--- src/pwm_wave_counter_defs.svh ---
// Purpose: Register offsets, field positions and reset values of the wave counter.
// Assumes: APB with 32-bit data and 12-bit byte addresses.
// Notes:   Included by the wave counter module, its checker and the bench.
`ifndef PWM_WAVE_COUNTER_DEFS_SVH
`define PWM_WAVE_COUNTER_DEFS_SVH

// ----------------------------------------------------------------------------
// Register byte addresses
// ----------------------------------------------------------------------------
`define PWM_ADDR_CTRL      12'h000
`define PWM_ADDR_PRESCALE  12'h004
`define PWM_ADDR_TOP       12'h008
`define PWM_ADDR_TASK      12'h00C
`define PWM_ADDR_STATUS    12'h010

// ----------------------------------------------------------------------------
// Field positions
// ----------------------------------------------------------------------------
`define PWM_CTRL_UPDOWN    0
`define PWM_CTRL_LOAD_LO   1
`define PWM_CTRL_LOAD_HI   2
`define PWM_TASK_BEGIN     0
`define PWM_TASK_STOP      1
`define PWM_STAT_RUN       0
`define PWM_STAT_DOWN      1
`define PWM_STAT_OUT_LO    4
`define PWM_STAT_OUT_HI    7
`define PWM_STAT_CNT_LO    16
`define PWM_STAT_CNT_HI    30

// ----------------------------------------------------------------------------
// Codes and reset values
// ----------------------------------------------------------------------------
`define PWM_LOAD_LAYOUT_A  2'h3
`define PWM_TOP_CHAN       2'h3
`define PWM_RST_TOP        15'h03E8
`define PWM_RST_WORD       32'h0000_0000

`endif

--- src/pwm_pkg.sv ---
// Purpose: Types shared by the wave counter and its bench.
// Assumes: Constants live in pwm_wave_counter_defs.svh.
// Notes:   Duty words carry polarity in the top bit.
package pwm_pkg;

  // --------------------------------------------------------------------------
  // Types
  // --------------------------------------------------------------------------
  typedef enum logic [0:0] {
    PWM_ST_IDLE = 1'b0,
    PWM_ST_RUN  = 1'b1
  } pwm_state_e;

  typedef struct packed {
    logic        pol;
    logic [14:0] cmp;
  } pwm_duty_s;

  typedef struct packed {
    logic      valid;
    logic      commit;
    logic [1:0] chan;
    pwm_duty_s word;
  } pwm_fetch_s;

endpackage : pwm_pkg

--- src/pwm_wave_counter.sv ---
// Purpose: Shared 15-bit wave counter with four compare channels and an APB slave.
// Assumes: The fetch decoder runs on mclk and presents one duty word per cycle.
// Notes:   Compare values reach the block only through the fetch port.
// Notes on behaviour
// - One shared 15-bit counter, four compare channels.
// - Each channel drives its own pin; layout A holds pin 3 low.
// - Direction setting selects up or up-down.
// - Top value and divider set the period.
// - Compare above top gives no edges.
// - Compare values load only via decoder.
// - Top value writable any time safely.
// - Layout A takes top from fetched data.
// - Otherwise top sampled at begin and fetch.
// - Up mode wraps at top, outputs invert.
// - Compare zero low, compare top high in up mode; here polarity 1 only, polarity 0 gives the reverse.
// - Up mode pulses are edge aligned.
// - Up period is top prescaled ticks.
// - Up-down turns downward at top.
// - Up-down inverts on down match, centered.
// - Up-down period twice top ticks.
// - Polarity comes from the fetched word.
// - Fetched updates glitch free, no processor.
// - Settings may change every period.
// - Duty word: polarity bit 15, compare below.
// - Polarity 0 rising first, 1 falling first.
//
// The APB slave port and the address map were chosen for this implementation.
`include "pwm_wave_counter_defs.svh"

module pwm_wave_counter #(
  parameter int PRESC_W = 3
) (
  input  wire logic               mclk,
  input  wire logic               sys_rst,
  input  wire logic               psel,
  input  wire logic               penable,
  input  wire logic               pwrite,
  input  wire logic [11:0]        paddr,
  input  wire logic [31:0]        pwdata,
  output logic      [31:0]        prdata,
  output logic                    pready,
  output logic                    pslverr,
  input  wire pwm_pkg::pwm_fetch_s fetch,
  output logic                    period_start,
  output logic      [3:0]         pwm_out
);

  // The prescaler select field must fit the divider mask arithmetic.
  if (PRESC_W < 1 || PRESC_W > 4)
  begin : g_presc_check
    $error("PRESC_W must lie between 1 and 4.");
  end

  localparam int DIV_W = 1 << PRESC_W;

  // --------------------------------------------------------------------------
  // Functions
  // --------------------------------------------------------------------------
  function automatic logic [DIV_W-1:0] div_mask(input logic [PRESC_W-1:0] sel);
    div_mask = DIV_W'((DIV_W+1)'(1) << sel) - DIV_W'(1);
  endfunction : div_mask

  // Level of one channel; falling first means high until the compare match.
  function automatic logic chan_level(input pwm_pkg::pwm_duty_s d,
                                      input logic [14:0]        cnt);
    chan_level = d.pol ? (cnt < d.cmp) : !(cnt < d.cmp);
  endfunction : chan_level

  // --------------------------------------------------------------------------
  // Register file
  // --------------------------------------------------------------------------
  logic                 updown_q;
  logic [1:0]           layout_q;
  logic [PRESC_W-1:0]   presc_q;
  logic [14:0]          top_reg_q;
  logic                 begin_q;
  logic                 stop_req_q;
  logic                 wr_en;
  logic                 rd_hit;
  logic [31:0]          rd_val;
  pwm_pkg::pwm_state_e  state_q;
  logic                 dir_down_q;
  logic [14:0]          cnt_q;

  assign wr_en = psel && penable && pready && pwrite;

  always_comb
  begin
    rd_hit = 1'b1;
    rd_val = `PWM_RST_WORD;
    unique case (paddr)
      `PWM_ADDR_CTRL:
      begin
        rd_val[`PWM_CTRL_UPDOWN] = updown_q;
        rd_val[`PWM_CTRL_LOAD_HI:`PWM_CTRL_LOAD_LO] = layout_q;
      end
      `PWM_ADDR_PRESCALE: rd_val[PRESC_W-1:0] = presc_q;
      `PWM_ADDR_TOP:      rd_val[14:0] = top_reg_q;
      `PWM_ADDR_TASK:     rd_val = `PWM_RST_WORD;
      `PWM_ADDR_STATUS:
      begin
        rd_val[`PWM_STAT_RUN] = (state_q == pwm_pkg::PWM_ST_RUN);
        rd_val[`PWM_STAT_DOWN] = dir_down_q;
        rd_val[`PWM_STAT_OUT_HI:`PWM_STAT_OUT_LO] = pwm_out;
        rd_val[`PWM_STAT_CNT_HI:`PWM_STAT_CNT_LO] = cnt_q;
      end
      default: rd_hit = 1'b0;
    endcase
  end

  // Every access waits exactly one cycle in the access phase.
  always_ff @(posedge mclk or posedge sys_rst)
  begin
    if (sys_rst)
    begin
      pready  <= 1'b0;
      pslverr <= 1'b0;
      prdata  <= `PWM_RST_WORD;
    end
    else
    begin
      pready  <= psel && penable && !pready;
      pslverr <= psel && penable && !pready && !rd_hit;
      prdata  <= (psel && penable && !pready && !pwrite) ? rd_val : `PWM_RST_WORD;
    end
  end

  // Settings are only staged here; the counter adopts them at begin or at a boundary after a commit.
  always_ff @(posedge mclk or posedge sys_rst)
  begin
    if (sys_rst)
    begin
      updown_q  <= 1'b0;
      layout_q  <= 2'h0;
      presc_q   <= '0;
      top_reg_q <= `PWM_RST_TOP;
    end
    else if (wr_en)
    begin
      if (paddr == `PWM_ADDR_CTRL)
      begin
        updown_q <= pwdata[`PWM_CTRL_UPDOWN];
        layout_q <= pwdata[`PWM_CTRL_LOAD_HI:`PWM_CTRL_LOAD_LO];
      end
      if (paddr == `PWM_ADDR_PRESCALE)
      begin
        presc_q <= pwdata[PRESC_W-1:0];
      end
      if (paddr == `PWM_ADDR_TOP)
      begin
        top_reg_q <= pwdata[14:0];
      end
    end
  end

  // A begin write becomes a one-cycle strobe; a stop request is held until the period end.
  logic boundary;

  always_ff @(posedge mclk or posedge sys_rst)
  begin
    if (sys_rst)
    begin
      begin_q    <= 1'b0;
      stop_req_q <= 1'b0;
    end
    else
    begin
      begin_q <= wr_en && (paddr == `PWM_ADDR_TASK) && pwdata[`PWM_TASK_BEGIN];
      if (wr_en && (paddr == `PWM_ADDR_TASK) && pwdata[`PWM_TASK_STOP])
      begin
        stop_req_q <= 1'b1;
      end
      else if (begin_q || (boundary && state_q == pwm_pkg::PWM_ST_RUN))
      begin
        stop_req_q <= 1'b0;
      end
    end
  end

  // --------------------------------------------------------------------------
  // Fetch port: shadow duty words and pending flag
  // --------------------------------------------------------------------------
  pwm_pkg::pwm_duty_s shadow_q [4];
  pwm_pkg::pwm_duty_s active_q [4];
  logic               pend_q;

  always_ff @(posedge mclk or posedge sys_rst)
  begin
    if (sys_rst)
    begin
      for (int i = 0; i < 4; i++)
      begin
        shadow_q[i] <= '0;
      end
    end
    else if (fetch.valid)
    begin
      shadow_q[fetch.chan] <= fetch.word;
    end
  end

  // A commit that lands on the boundary cycle stays pending.
  always_ff @(posedge mclk or posedge sys_rst)
  begin
    if (sys_rst)
    begin
      pend_q <= 1'b0;
    end
    else if (fetch.commit)
    begin
      pend_q <= 1'b1;
    end
    else if (boundary || begin_q)
    begin
      pend_q <= 1'b0;
    end
  end

  // --------------------------------------------------------------------------
  // Prescaler and shared counter
  // --------------------------------------------------------------------------
  logic [DIV_W-1:0]   pre_q;
  logic [PRESC_W-1:0] presc_act_q;
  logic               tick;
  logic               mode_ud_q;
  logic               layout_a_q;
  logic [14:0]        top_q;
  logic [14:0]        top_next;
  logic               run;

  assign run  = (state_q == pwm_pkg::PWM_ST_RUN);
  assign tick = run && (pre_q == div_mask(presc_act_q));

  always_ff @(posedge mclk or posedge sys_rst)
  begin
    if (sys_rst)
    begin
      pre_q <= '0;
    end
    else if (begin_q || !run || tick)
    begin
      pre_q <= '0;
    end
    else
    begin
      pre_q <= pre_q + DIV_W'(1);
    end
  end

  // End of a period: up wrap, bottom of up-down, or a zero top.
  always_comb
  begin
    if (top_q == 15'h0000)
    begin
      boundary = tick;
    end
    else if (!mode_ud_q)
    begin
      boundary = tick && ({1'b0, cnt_q} + 16'h0001 >= {1'b0, top_q});
    end
    else
    begin
      boundary = tick && dir_down_q && (cnt_q == 15'h0001);
    end
  end

  // Layout A takes its top from the fourth fetched word, otherwise the register.
  always_comb
  begin
    if (layout_q == `PWM_LOAD_LAYOUT_A)
    begin
      top_next = shadow_q[`PWM_TOP_CHAN].cmp;
    end
    else
    begin
      top_next = top_reg_q;
    end
  end

  always_ff @(posedge mclk or posedge sys_rst)
  begin
    if (sys_rst)
    begin
      state_q <= pwm_pkg::PWM_ST_IDLE;
    end
    else if (begin_q)
    begin
      state_q <= pwm_pkg::PWM_ST_RUN;
    end
    else if (boundary && stop_req_q)
    begin
      state_q <= pwm_pkg::PWM_ST_IDLE;
    end
  end

  // Period-wide settings are adopted together so no period is altered midway.
  always_ff @(posedge mclk or posedge sys_rst)
  begin
    if (sys_rst)
    begin
      top_q       <= `PWM_RST_TOP;
      mode_ud_q   <= 1'b0;
      layout_a_q  <= 1'b0;
      presc_act_q <= '0;
      for (int i = 0; i < 4; i++)
      begin
        active_q[i] <= '0;
      end
    end
    else if (begin_q || (boundary && (pend_q || fetch.commit)))
    begin
      top_q       <= top_next;
      mode_ud_q   <= updown_q;
      layout_a_q  <= (layout_q == `PWM_LOAD_LAYOUT_A);
      presc_act_q <= presc_q;
      for (int i = 0; i < 4; i++)
      begin
        active_q[i] <= shadow_q[i];
      end
    end
  end

  always_ff @(posedge mclk or posedge sys_rst)
  begin
    if (sys_rst)
    begin
      cnt_q      <= 15'h0000;
      dir_down_q <= 1'b0;
    end
    else if (begin_q || boundary)
    begin
      cnt_q      <= 15'h0000;
      dir_down_q <= 1'b0;
    end
    else if (tick)
    begin
      if (!mode_ud_q)
      begin
        cnt_q <= cnt_q + 15'h0001;
      end
      else if (!dir_down_q)
      begin
        cnt_q <= cnt_q + 15'h0001;
        if (cnt_q + 15'h0001 >= top_q)
        begin
          dir_down_q <= 1'b1;
        end
      end
      else
      begin
        cnt_q <= cnt_q - 15'h0001;
      end
    end
  end

  // --------------------------------------------------------------------------
  // Channel outputs
  // --------------------------------------------------------------------------
  always_ff @(posedge mclk or posedge sys_rst)
  begin
    if (sys_rst)
    begin
      pwm_out      <= 4'h0;
      period_start <= 1'b0;
    end
    else
    begin
      period_start <= begin_q || boundary;
      for (int i = 0; i < 4; i++)
      begin
        if (!run || (layout_a_q && i == 3))
        begin
          pwm_out[i] <= 1'b0;
        end
        else
        begin
          pwm_out[i] <= chan_level(active_q[i], cnt_q);
        end
      end
    end
  end

endmodule : pwm_wave_counter

--- config.mk ---
export PLATFORM = sky130hd
export DESIGN_NAME = pwm_wave_counter
export DESIGN_NICKNAME = d
export VERILOG_FILES = /design/src/pwm_pkg.sv /design/src/pwm_wave_counter.sv
export VERILOG_INCLUDE_DIRS = /design/src /design/src/src
export SDC_FILE = /design/constraint.sdc
export NUM_CORES = 1
export LEC_CHECK = 0
export ABC_AREA = 1
export BUFFER_PORTS_ARGS = -buffer_cell sky130_fd_sc_hd__buf_2
export CAP_MARGIN = 25
export CORE_ASPECT_RATIO = 1.25
export CORE_MARGIN = 1.5
export CORE_UTILIZATION = 40
export DETAILED_ROUTE_END_ITERATION = 8
export GPL_TIMING_DRIVEN = 0
export PLACE_DENSITY_LB_ADDON = 0.12
export SETUP_SLACK_MARGIN = 0.05
export SLEW_MARGIN = 30
export SYNTH_ARGS = -nofsm -noshare
export SYNTH_HDL_FRONTEND = slang
export SYNTH_SLANG_ARGS = --single-unit
--- constraint.sdc ---
create_clock -name mclk -period 22.5 [get_ports mclk]
set_input_delay 3.375 -clock mclk [delete_from_list [all_inputs] [get_ports mclk]]
set_output_delay 3.375 -clock mclk [all_outputs]
set_load 0.01 [all_outputs]
# ---- After elaboration in Yosys (flattened, before gate mapping)
# Cells that the tools add are included.
# Widths: inputs -> output; s select.
dict set report totals {
  regBits 235
  inputBits 69
  output_inout_bits 39
  word_cells 140
}
dict set report op_classes {
  n_addsub 5
  order_cmp 8
  eq_ne 7
  n_shift 1
  n_mux 38
  n_bitwise 1
  reduce_logical 44
}
# cell n
set op_table {}
lappend op_table {{$mux 15} 6}
lappend op_table {{$bwmux 64} 1}
lappend op_table {{$lt 15x15->1} 4}
lappend op_table {{$demux 16 s2} 1}
lappend op_table {{$mux 31} 1}
lappend op_table {{$eq 12x4->1 const B} 2}
lappend op_table {{$mux 1} 23}
lappend op_table {{$logic_and 1x1->1} 17}
lappend op_table {{$add 15x1->16 const B} 1}
lappend op_table {{$ge 16x15->1} 1}
lappend op_table {{$mux 16} 1}
lappend op_table {{$add 15x1->15 const B} 1}
lappend op_table {{$eq 15x1->1 const B} 1}
lappend op_table {{$ge 15x15->1} 1}
lappend op_table {{$logic_not 15->1} 1}
lappend op_table {{$sub 15x1->15 const B} 1}
lappend op_table {{$eq 12x3->1 const B} 1}
lappend op_table {{$eq 12x5->1 const B} 1}
lappend op_table {{$logic_not 12->1} 1}
lappend op_table {{$reduce_bool 2->1} 5}
lappend op_table {{$add 8x1->8 const B} 1}
lappend op_table {{$eq 8x8->1} 1}
lappend op_table {{$logic_not 1->1} 8}
lappend op_table {{$mux 8} 1}
lappend op_table {{13 further kinds} 22}

# ---- Longest topological paths before layout
# Gate-level depths: netlist (run 1).
dict set report logic_depth {
  word_depth 12
  depth_mapped 26
  depth_no_buf 23
}

# ---- Worst setup path after synthesis (run 1)
# Ideal clock, no wire load.
dict set report synth_timing {
  path_type {input to register}
  from {input port paddr[5]}
  to {register top_reg_q[4]}
  setup_ns 0.125
  t_arrival_ns 4.653
  required_time_ns 22.375
  setup_slack_ns 17.722
  cell_stages 8
  path_buffers 1
  path_cell_list {nor3_4 > nand2_1 > nor3_2 > inv_1 > nor2_4 > nand2_4 > buf_6 > mux2_2}
}
dict set report synth_between {
  elab_chain_len 2
}
# item line_no
set synth_rtl {}
lappend synth_rtl {{start, declared} pwm_wave_counter.sv:38} ;# input wire logic [11:0] paddr,
lappend synth_rtl {{$eq 12x4->1} -}
lappend synth_rtl {{$reduce_and 2->1 (no source line)} -}
lappend synth_rtl {{end signal, assigned} pwm_wave_counter.sv:136} ;# top_reg_q <= `PWM_RST_TOP;
lappend synth_rtl {{end signal, assigned} pwm_wave_counter.sv:151} ;# top_reg_q <= pwdata[14:0];
lappend synth_rtl {{end, declared} pwm_wave_counter.sv:75} ;# logic [14:0] top_reg_q;
# No other way between the ends.
# A chain may end at the register's enable or synchronous reset.

# ---- Worst setup path in the final report (run 1)
dict set report layout_timing {
  from {input port paddr[1]}
  to {register prdata[0]}
}
dict set report layout_between {
  elab_chain_len 3
  word_cells_on_any_way 6
  classes_between {eq/ne (3); mux (2); reduce/logical (1)}
}
# item line_no
set layout_rtl {}
lappend layout_rtl {{$eq 12x5->1, or another cell as far along} pwm_wave_counter.sv:91} ;# unique case (paddr)
lappend layout_rtl {{$pmux 2 s4 (*)} pwm_wave_counter.sv:91}
lappend layout_rtl {{$mux 31 (no source line) (*)} -}
lappend layout_rtl {{end signal, assigned} pwm_wave_counter.sv:118} ;# prdata <= `PWM_RST_WORD;
lappend layout_rtl {{end signal, assigned} pwm_wave_counter.sv:124} ;# prdata <= (psel && penable && !pready && !pwrite) ? rd_val : `PWM_RST_WORD;
lappend layout_rtl {{end, declared} pwm_wave_counter.sv:40} ;# output logic [31:0] prdata,
# Mark *: on every way between the ends. The rest lies on a longest branch, timed or not.

==> metrics.md, run 1 <==
| Metric | Value |
|---|---|
| Async S/R FF share, synth | 1.000 |
| # hold bufs at CTS | 0 |
| Overflow left after global routing | 0 |
| Die Y | 196.4 um |
| WL met3 | 1.214 mm |
| Slew HR | 0.4790 |
| Clock power frac | 0.461 |
| First-pass GRT wire length | 53.16 mm |
| Area Overhead vs Synth | 15.51% |
| Cell Rows | 70 |
| Setup tns final | 0 ns |
| Total power | 0.9181 mW |
| Mapped Avg Cell Area | 8.346 um2 |
| Final wirelength | 33.44 mm |
| DR vias/cell | 4.983 |
| Setup slack after layout | 17.77 ns |
| Number of synthesized register bits | 234 |
| Max Transition Viols Final | 0 |
| Worst VDD drop | 0.00004934 V |
| Fillers | 2956 |
| Place WS | 17.20 ns |
| Area contributors post-synth | dfrtp_1, nand2_1, ha_1 |
| Routability congestion estimate | 0.8831 |
| Cell count after synthesis | 1434 |
| Switching power total | 0.2146 mW |
| Post-CTS setup repair buffer count | 0 |
| Netlist cell types | 41 |
| Hold Vio Cnt, Final | 0 |
| Clk pin slew, worst setup/hold paths | 0.06 ns |
| Sequential Power Share | 0.495 |
| Crit Path Category | in -> reg |
| Antenna diodes | 0 |
| DR vias | 9822 |
| Slew @ Worst Pin | 0.7815 ns |
| Max Root-Sink Buffers | 3 |
| Fmax | 0.2116 GHz |
| Worst Path Arrival | 5.17 ns |
| Placed Cells | 1921 |
| Min-delay worst type | reg -> reg |
| Sequential fraction of the synthesis area | 0.4905 |
| Finished Core Util | 0.4712 |
| Port bufs | 88 |
| Reg-to-reg setup timing slack | 18.65 ns |
| Post-DP HPWL | 25.55 mm |
| # clock sinks | 234 |
| Antenna Nets Post-Route | 0 |
| GRT Total Usage | 0.2253 |
| Top layer in use | met4 |
| CP max FO | 9 |
| RSZ-0062 raised after global routing | false |
| Post-synth top cells | nand2_1, dfrtp_1, inv_1 |
| Post-synth top area share | 0.4642 |
| Switching power share of the total | 0.2338 |
| Post-layout nets | 1698 |
| # IOs | 108 |
| Final std cells w/o fill | 1971 |
| Leading area contributor after synthesis | dfrtp_1 |
| Post-cts resize count | 0 |
| Worst skew pair latency | 0.54 ns |
| Req. time, crit path | 22.94 ns |
| Vias in the first global route | 9740 |
| WL met1 | 14.28 mm |
| Largest net degree at the start of global routing | 88 |
| Tcrit/Tclk final | 0.2100 |
| Root buf cell | clkbuf_16 |
| Share of layout cells above drive strength 1 | 0.1257 |
| TritonCTS clock tree | yes |
| Main synth FF type | dfrtp_1 |
| CTS H-tree depth | 1 |
| Post-DR wirelength/cell | 16.96 um |
| CTS Buf Count | 27 |
| Combinational Power Share | 0.044 |
| Initial antenna violation count | 0 |
| # DRC | 0 |
| Clk_skew | 0.01343 ns |
| Synthesized area | 0.01197 mm2 |
| Initial DRC Count | 623 |
| Starting density of the core | 0.4079 |
| Die area | 0.03097 mm2 |
| Post-synth EDFFs | 0 |
| Fin crit period | 4.725 ns |
| Most frequent cell after synthesis | nand2_1 |
| Critical Path Sink Type | flip-flop |
| Type of origin of the critical path | input port |
| Yosys warning total | 0 |
| Pleak | 7.167 nW |
| Core area | 0.02934 mm2 |
| Maximum capacitance violations | 0 |
| Routed wl met2 | 16.62 mm |
| PD cells | 66.41 mW/mm2 |
| Setup Viol. Count Final | 0 |
| Run status | completed |
| Die width | 157.7 um |
| Int Pwr | 0.7034 mW |
| 1st-pass router iterations | 5 |
[through the flow]
step	hold WS [ns]	area, um2
6_report	0.4541	13820
5_1_grt	0.4835	13820
4_1_cts	0.4605	13820
3_5_place_dp	0.4537	12970
3_3_place_gp	0.4458	12910
2_1_floorplan	0.4334	11970
[layout make-up]
cell class / count / area (um2) / area share
sequential: 234 / 5871 / 0.4247
multi-input combinational: 976 / 5154 / 0.3728
timing repair buffer: 90 / 495.5 / 0.03584
inverter: 166 / 630.6 / 0.04562
tap: 396 / 495.5 / 0.03584
clock buffer: 42 / 782.0 / 0.05657
buffer: 59 / 324.1 / 0.02344
clock inverter: 8 / 72.57 / 0.005249
[worst max-delay path, cell delays in order]
cell	delay, ns
buf_2	0.09
nor2_1	0.12
inv_1	0.08
nor3_1	0.40
nand3_1	0.52
nand3_1	0.28
nand2_1	0.10
a31oi_1	0.19
[logic make-up (layout without fill, tap and decap cells)]
group,Yosys count,count (layout),share of synthesized area
muxes,12,12,0.01129
AOI/OAI and AO/OA,198,198,0.08761
DFF,234,234,0.4905
xor gates and xnor gates,22,22,0.01610
other,1,2,0.0003133
adders and majority gates,75,75,0.07841
buffers and inverters,225,365,0.07914
and+or+nand+nor,667,667,0.2366
[registers in the layout, indices dropped and copies added (netlist names), 4 cells and up]
register   cells
pre_q          8
pwm_out        4
top_reg_q     15
top_q         15
active_q      64
shadow_q      64
prdata        30
cnt_q         15
[cell usage in the layout (no fill, tap or decap), drive strengths merged]
cell type	synthesis	final
bufinv	0	1
o22ai	2	2
nand2	431	431
clkinv	2	8
o2111ai	3	3
nor3b	4	4
a211oi	3	3
mux2	12	12
nor3	35	35
buf	26	116
inv	164	165
nand4	11	11
o31ai	4	4
nor2	61	61
conb	1	2
xor2	22	22
dfrtp	222	222
a31oi	2	2
o21ai	119	119
o21a	1	1
a2111oi	1	1
nor4	8	8
clkbuf	33	75
dfstp	12	12
a21oi	56	56
o211ai	7	7
nand3	115	115
ha	75	75
nand3b	2	2
[metal layers]
| layer | track usage | vias up |
|---|---|---|
| li1 | - | 4895 |
| met1 | 0.2802 | 4691 |
| met2 | 0.3941 | 181 |
| met3 | 0.02595 | 55 |
| met4 | 0.09294 | 0 |
| met5 | 0 | - |
[final timing paths]
kind	to	cells past startpoint	start
max	prdata[0]	8	paddr[1]
min	pwm_out[1]	1	active_q[47]
max reg2reg	cnt_q[6]	17	cnt_q[1]
min reg2reg	pwm_out[1]	1	active_q[47]
max in group asynchronous	top_q[3]	4	sys_rst
min in group asynchronous	prdata[6]	2	sys_rst
[power by group through the flow]
stage / combinational [mW] / clock (mW) / sequential [mW]
floorplan: 0.0253 / 0 / 0.456
global placement: 0.0393 / 0 / 0.461
detailed placement: 0.0416 / 0 / 0.461
CTS: 0.0417 / 0.433 / 0.454
global route: 0.0473 / 0.453 / 0.456
finish: 0.0404 / 0.423 / 0.454
Note: power is estimated with default switching activity, not from simulation.
==> run 2: changes to the inputs <==
--- a/config.mk
+++ b/config.mk
@@ -6,7 +6,7 @@
 export SDC_FILE = /design/constraint.sdc
 export NUM_CORES = 1
 export LEC_CHECK = 0
-export ABC_AREA = 1
+export ABC_AREA = 0
 export BUFFER_PORTS_ARGS = -buffer_cell sky130_fd_sc_hd__buf_2
 export CAP_MARGIN = 25
 export CORE_ASPECT_RATIO = 1.25
==> constraint.sdc (replaced) <==
create_clock -name mclk -period 4.9 [get_ports mclk]
set_input_delay 0.735 -clock mclk [delete_from_list [all_inputs] [get_ports mclk]]
set_output_delay 0.735 -clock mclk [all_outputs]
set_load 0.01 [all_outputs]
==> run 2 against run 1 <==
Net effect:
- global-route usage decreased by 3.7 points
- register-to-register slack worse by 18 ns
- synthesized cell count down 30%
- critical endpoint is now active_q[38]
- largest cell class unchanged
- total power grew to 4.9 times the previous value
==> metrics.md, run 2 <==
| Metric | Value |
|---|---|
| 1st-pass router iterations | 4 |
| Most common cell after layout, fill and taps aside | dfrtp_1 |
| Vias in the first global route | 8044 |
| Slew @ Worst Pin | 0.8788 ns |
| # hold bufs at CTS | 0 |
| GRT Total Usage | 0.1887 |
| Sequential fraction of the synthesis area | 0.4888 |
| Max Transition Viols Final | 0 |
| Critical Path Sink Type | flip-flop |
| Leading area contributor after synthesis | dfrtp_1 |
| Hold slack final | 0.2539 ns |
| Area Overhead vs Synth | 17.29% |
| Mapped Avg Cell Area | 11.99 um2 |
| Largest net degree at the start of global routing | 29 |
| Area of the multi-input gates | 0.005593 mm2 |
| Initial DRC Count | 453 |
| Run status | completed |
| Type of origin of the critical path | flip-flop |
| Post-synth EDFFs | 0 |
| Cell count after synthesis | 1002 |
| Final wirelength | 28.66 mm |
| Crit Path Category | reg -> reg |
| Clk pin slew, worst setup/hold paths | 0.06 ns |
| PD cells | 316.3 mW/mm2 |
| Netlist cell types | 63 |
| Port bufs | 87 |
| Overflow left after global routing | 0 |
| Synthesized area | 0.01201 mm2 |
| Reg2Reg Depth | 15 |
| CP max FO | 10 |
| Req. time, crit path | 5.31 ns |
| Post-cts resize count | 0 |
| Post-CTS setup repair buffer count | 0 |
| Placed Cells | 1495 |
| Worst skew pair latency | 0.54 ns |
| Routability congestion estimate | 0.8932 |
| Yosys warning total | 0 |
| Fillers | 2739 |
| Die width | 158.0 um |
| Root buf cell | clkbuf_16 |
| Initial antenna violation count | 0 |
| Post-DR wirelength/cell | 18.58 um |
| First-pass GRT wire length | 45.26 mm |
| TritonCTS clock tree | yes |
| Tcrit/Tclk final | 0.9223 |
| Reg area | 0.005871 mm2 |
| Post-synth top area share | 0.4625 |
| Pleak | 7.070 nW |
| Async S/R FF share, synth | 1.000 |
| RSZ-0062 raised after global routing | false |
| Antenna diodes | 0 |
| Slew HR | 0.3990 |
| Main synth FF type | dfrtp_1 |
| # IOs | 108 |
| Area contributors post-synth | dfrtp_1, mux2_2, ha_1 |
| Min-delay worst type | in -> async |
| Clk_skew | 0.02133 ns |
| Post-layout nets | 1271 |
| DR vias | 7952 |
| Worst Path Arrival | 4.93 ns |
| Max Root-Sink Buffers | 3 |
| Post-synth top cells | dfrtp_1, mux2_2, inv_1 |
| Setup Viol. Count Final | 0 |
| Antenna Nets Post-Route | 0 |
| Fmax | 0.2213 GHz |
| Die area | 0.03108 mm2 |
| Final std cells w/o fill | 1542 |
| Worst VDD drop | 0.0001982 V |
| Maximum capacitance violations | 0 |
| # DRC | 0 |
| Share of layout cells above drive strength 1 | 0.2923 |
| Regs by FF count | active_q: 64 flops, shadow_q: 64 flops, prdata: 30 flops |
| Post-DP HPWL | 22.12 mm |
| Most frequent cell after synthesis | dfrtp_1 |
| Fin crit period | 4.519 ns |
| Number of synthesized register bits | 234 |
| Starting density of the core | 0.4081 |
| CTS Buf Count | 26 |
| Cell Rows | 70 |
| Core area | 0.02943 mm2 |
| CTS H-tree depth | 1 |
| Die Y | 196.7 um |
| DR vias/cell | 5.157 |
| # clock sinks | 234 |
| Most frequent cells in the layout | dfrtp_1, mux2_2, buf_2 |
| Hold Vio Cnt, Final | 0 |
[run 2: layout make-up]
cell class	instances	share of cell area
Clock buffer	33	0.05018
Tap cell	396	0.03517
Multi-Input combinational cell	639	0.3970
Sequential cell	234	0.4167
Clock inverter	14	0.01643
Inverter	88	0.02371
Timing Repair Buffer	96	0.04476
Buffer	42	0.01599
[run 2: critical path: stages, from the launching register on]
cell      delay, ns
dfrtp_1        0.52
clkbuf_1       0.40
nand3_1        0.16
nor3_1         0.49
nand3_1        0.25
xnor2_1        0.18
ha_1           0.31
and3_1         0.18
and4_1         0.19
inv_1          0.07
o211ai_1       0.11
or2_1          0.33
a311oi_2       0.35
buf_4          0.29
buf_6          0.23
mux2_4         0.31
[run 2: kinds of logic after synthesis]
family	synth area share
AOI/OAI and AO/OA	0.07959
xor gates and xnor gates	0.01750
adders and majority gates	0.07897
buffers and inverters	0.04625
DFF	0.4888
muxes	0.1893
other	0.0003122
and+or+nand+nor	0.09928
[run 2: path summary, 6_finish.rpt]
check	start	end	slack, ns
max in group asynchronous	sys_rst	active_q[23]	3.69
setup reg to reg	cnt_q[6]	active_q[38]	0.38
setup / recovery	cnt_q[6]	active_q[38]	0.38
hold / removal	sys_rst	prdata[19]	0.25
min in group mclk	fetch[18]	pend_q	0.41
hold reg to reg	pend_q	pend_q	0.48
[run 2: stage by stage]
stage	power (mW)	util	setup TNS [ns]	setup slack, ns	instance area [um2]
2_1_floorplan	2.250	-	0	1.111	12020
3_3_place_gp	2.334	0.4400	-102.04	-0.4801	12950
6_report	4.456	0.4787	0	0.3806	14090
5_1_grt	4.624	0.4787	0	0.2122	14090
4_1_cts	4.523	0.4787	0	0.4176	14090
3_5_place_dp	2.360	0.4468	0	0.4226	13150
[run 2: where the power goes]
part / switching [mW] / internal [mW] / leakage [nW]
clock network: 0.806 / 1.33 / 0.466
logic: 0.0958 / 0.119 / 3.57
registers: 0.0669 / 2.03 / 3.03
total: 0.969 / 3.49 / 7.07
[run 2: metal layers]
metal	share of wire	vias to the layer above	GRT usage
met3	0.034	46	0.02331
met2	0.53	141	0.3467
met5	0	-	0
met4	0.020	0	0.05054
li1	-	3782	-
met1	0.42	3983	0.2306
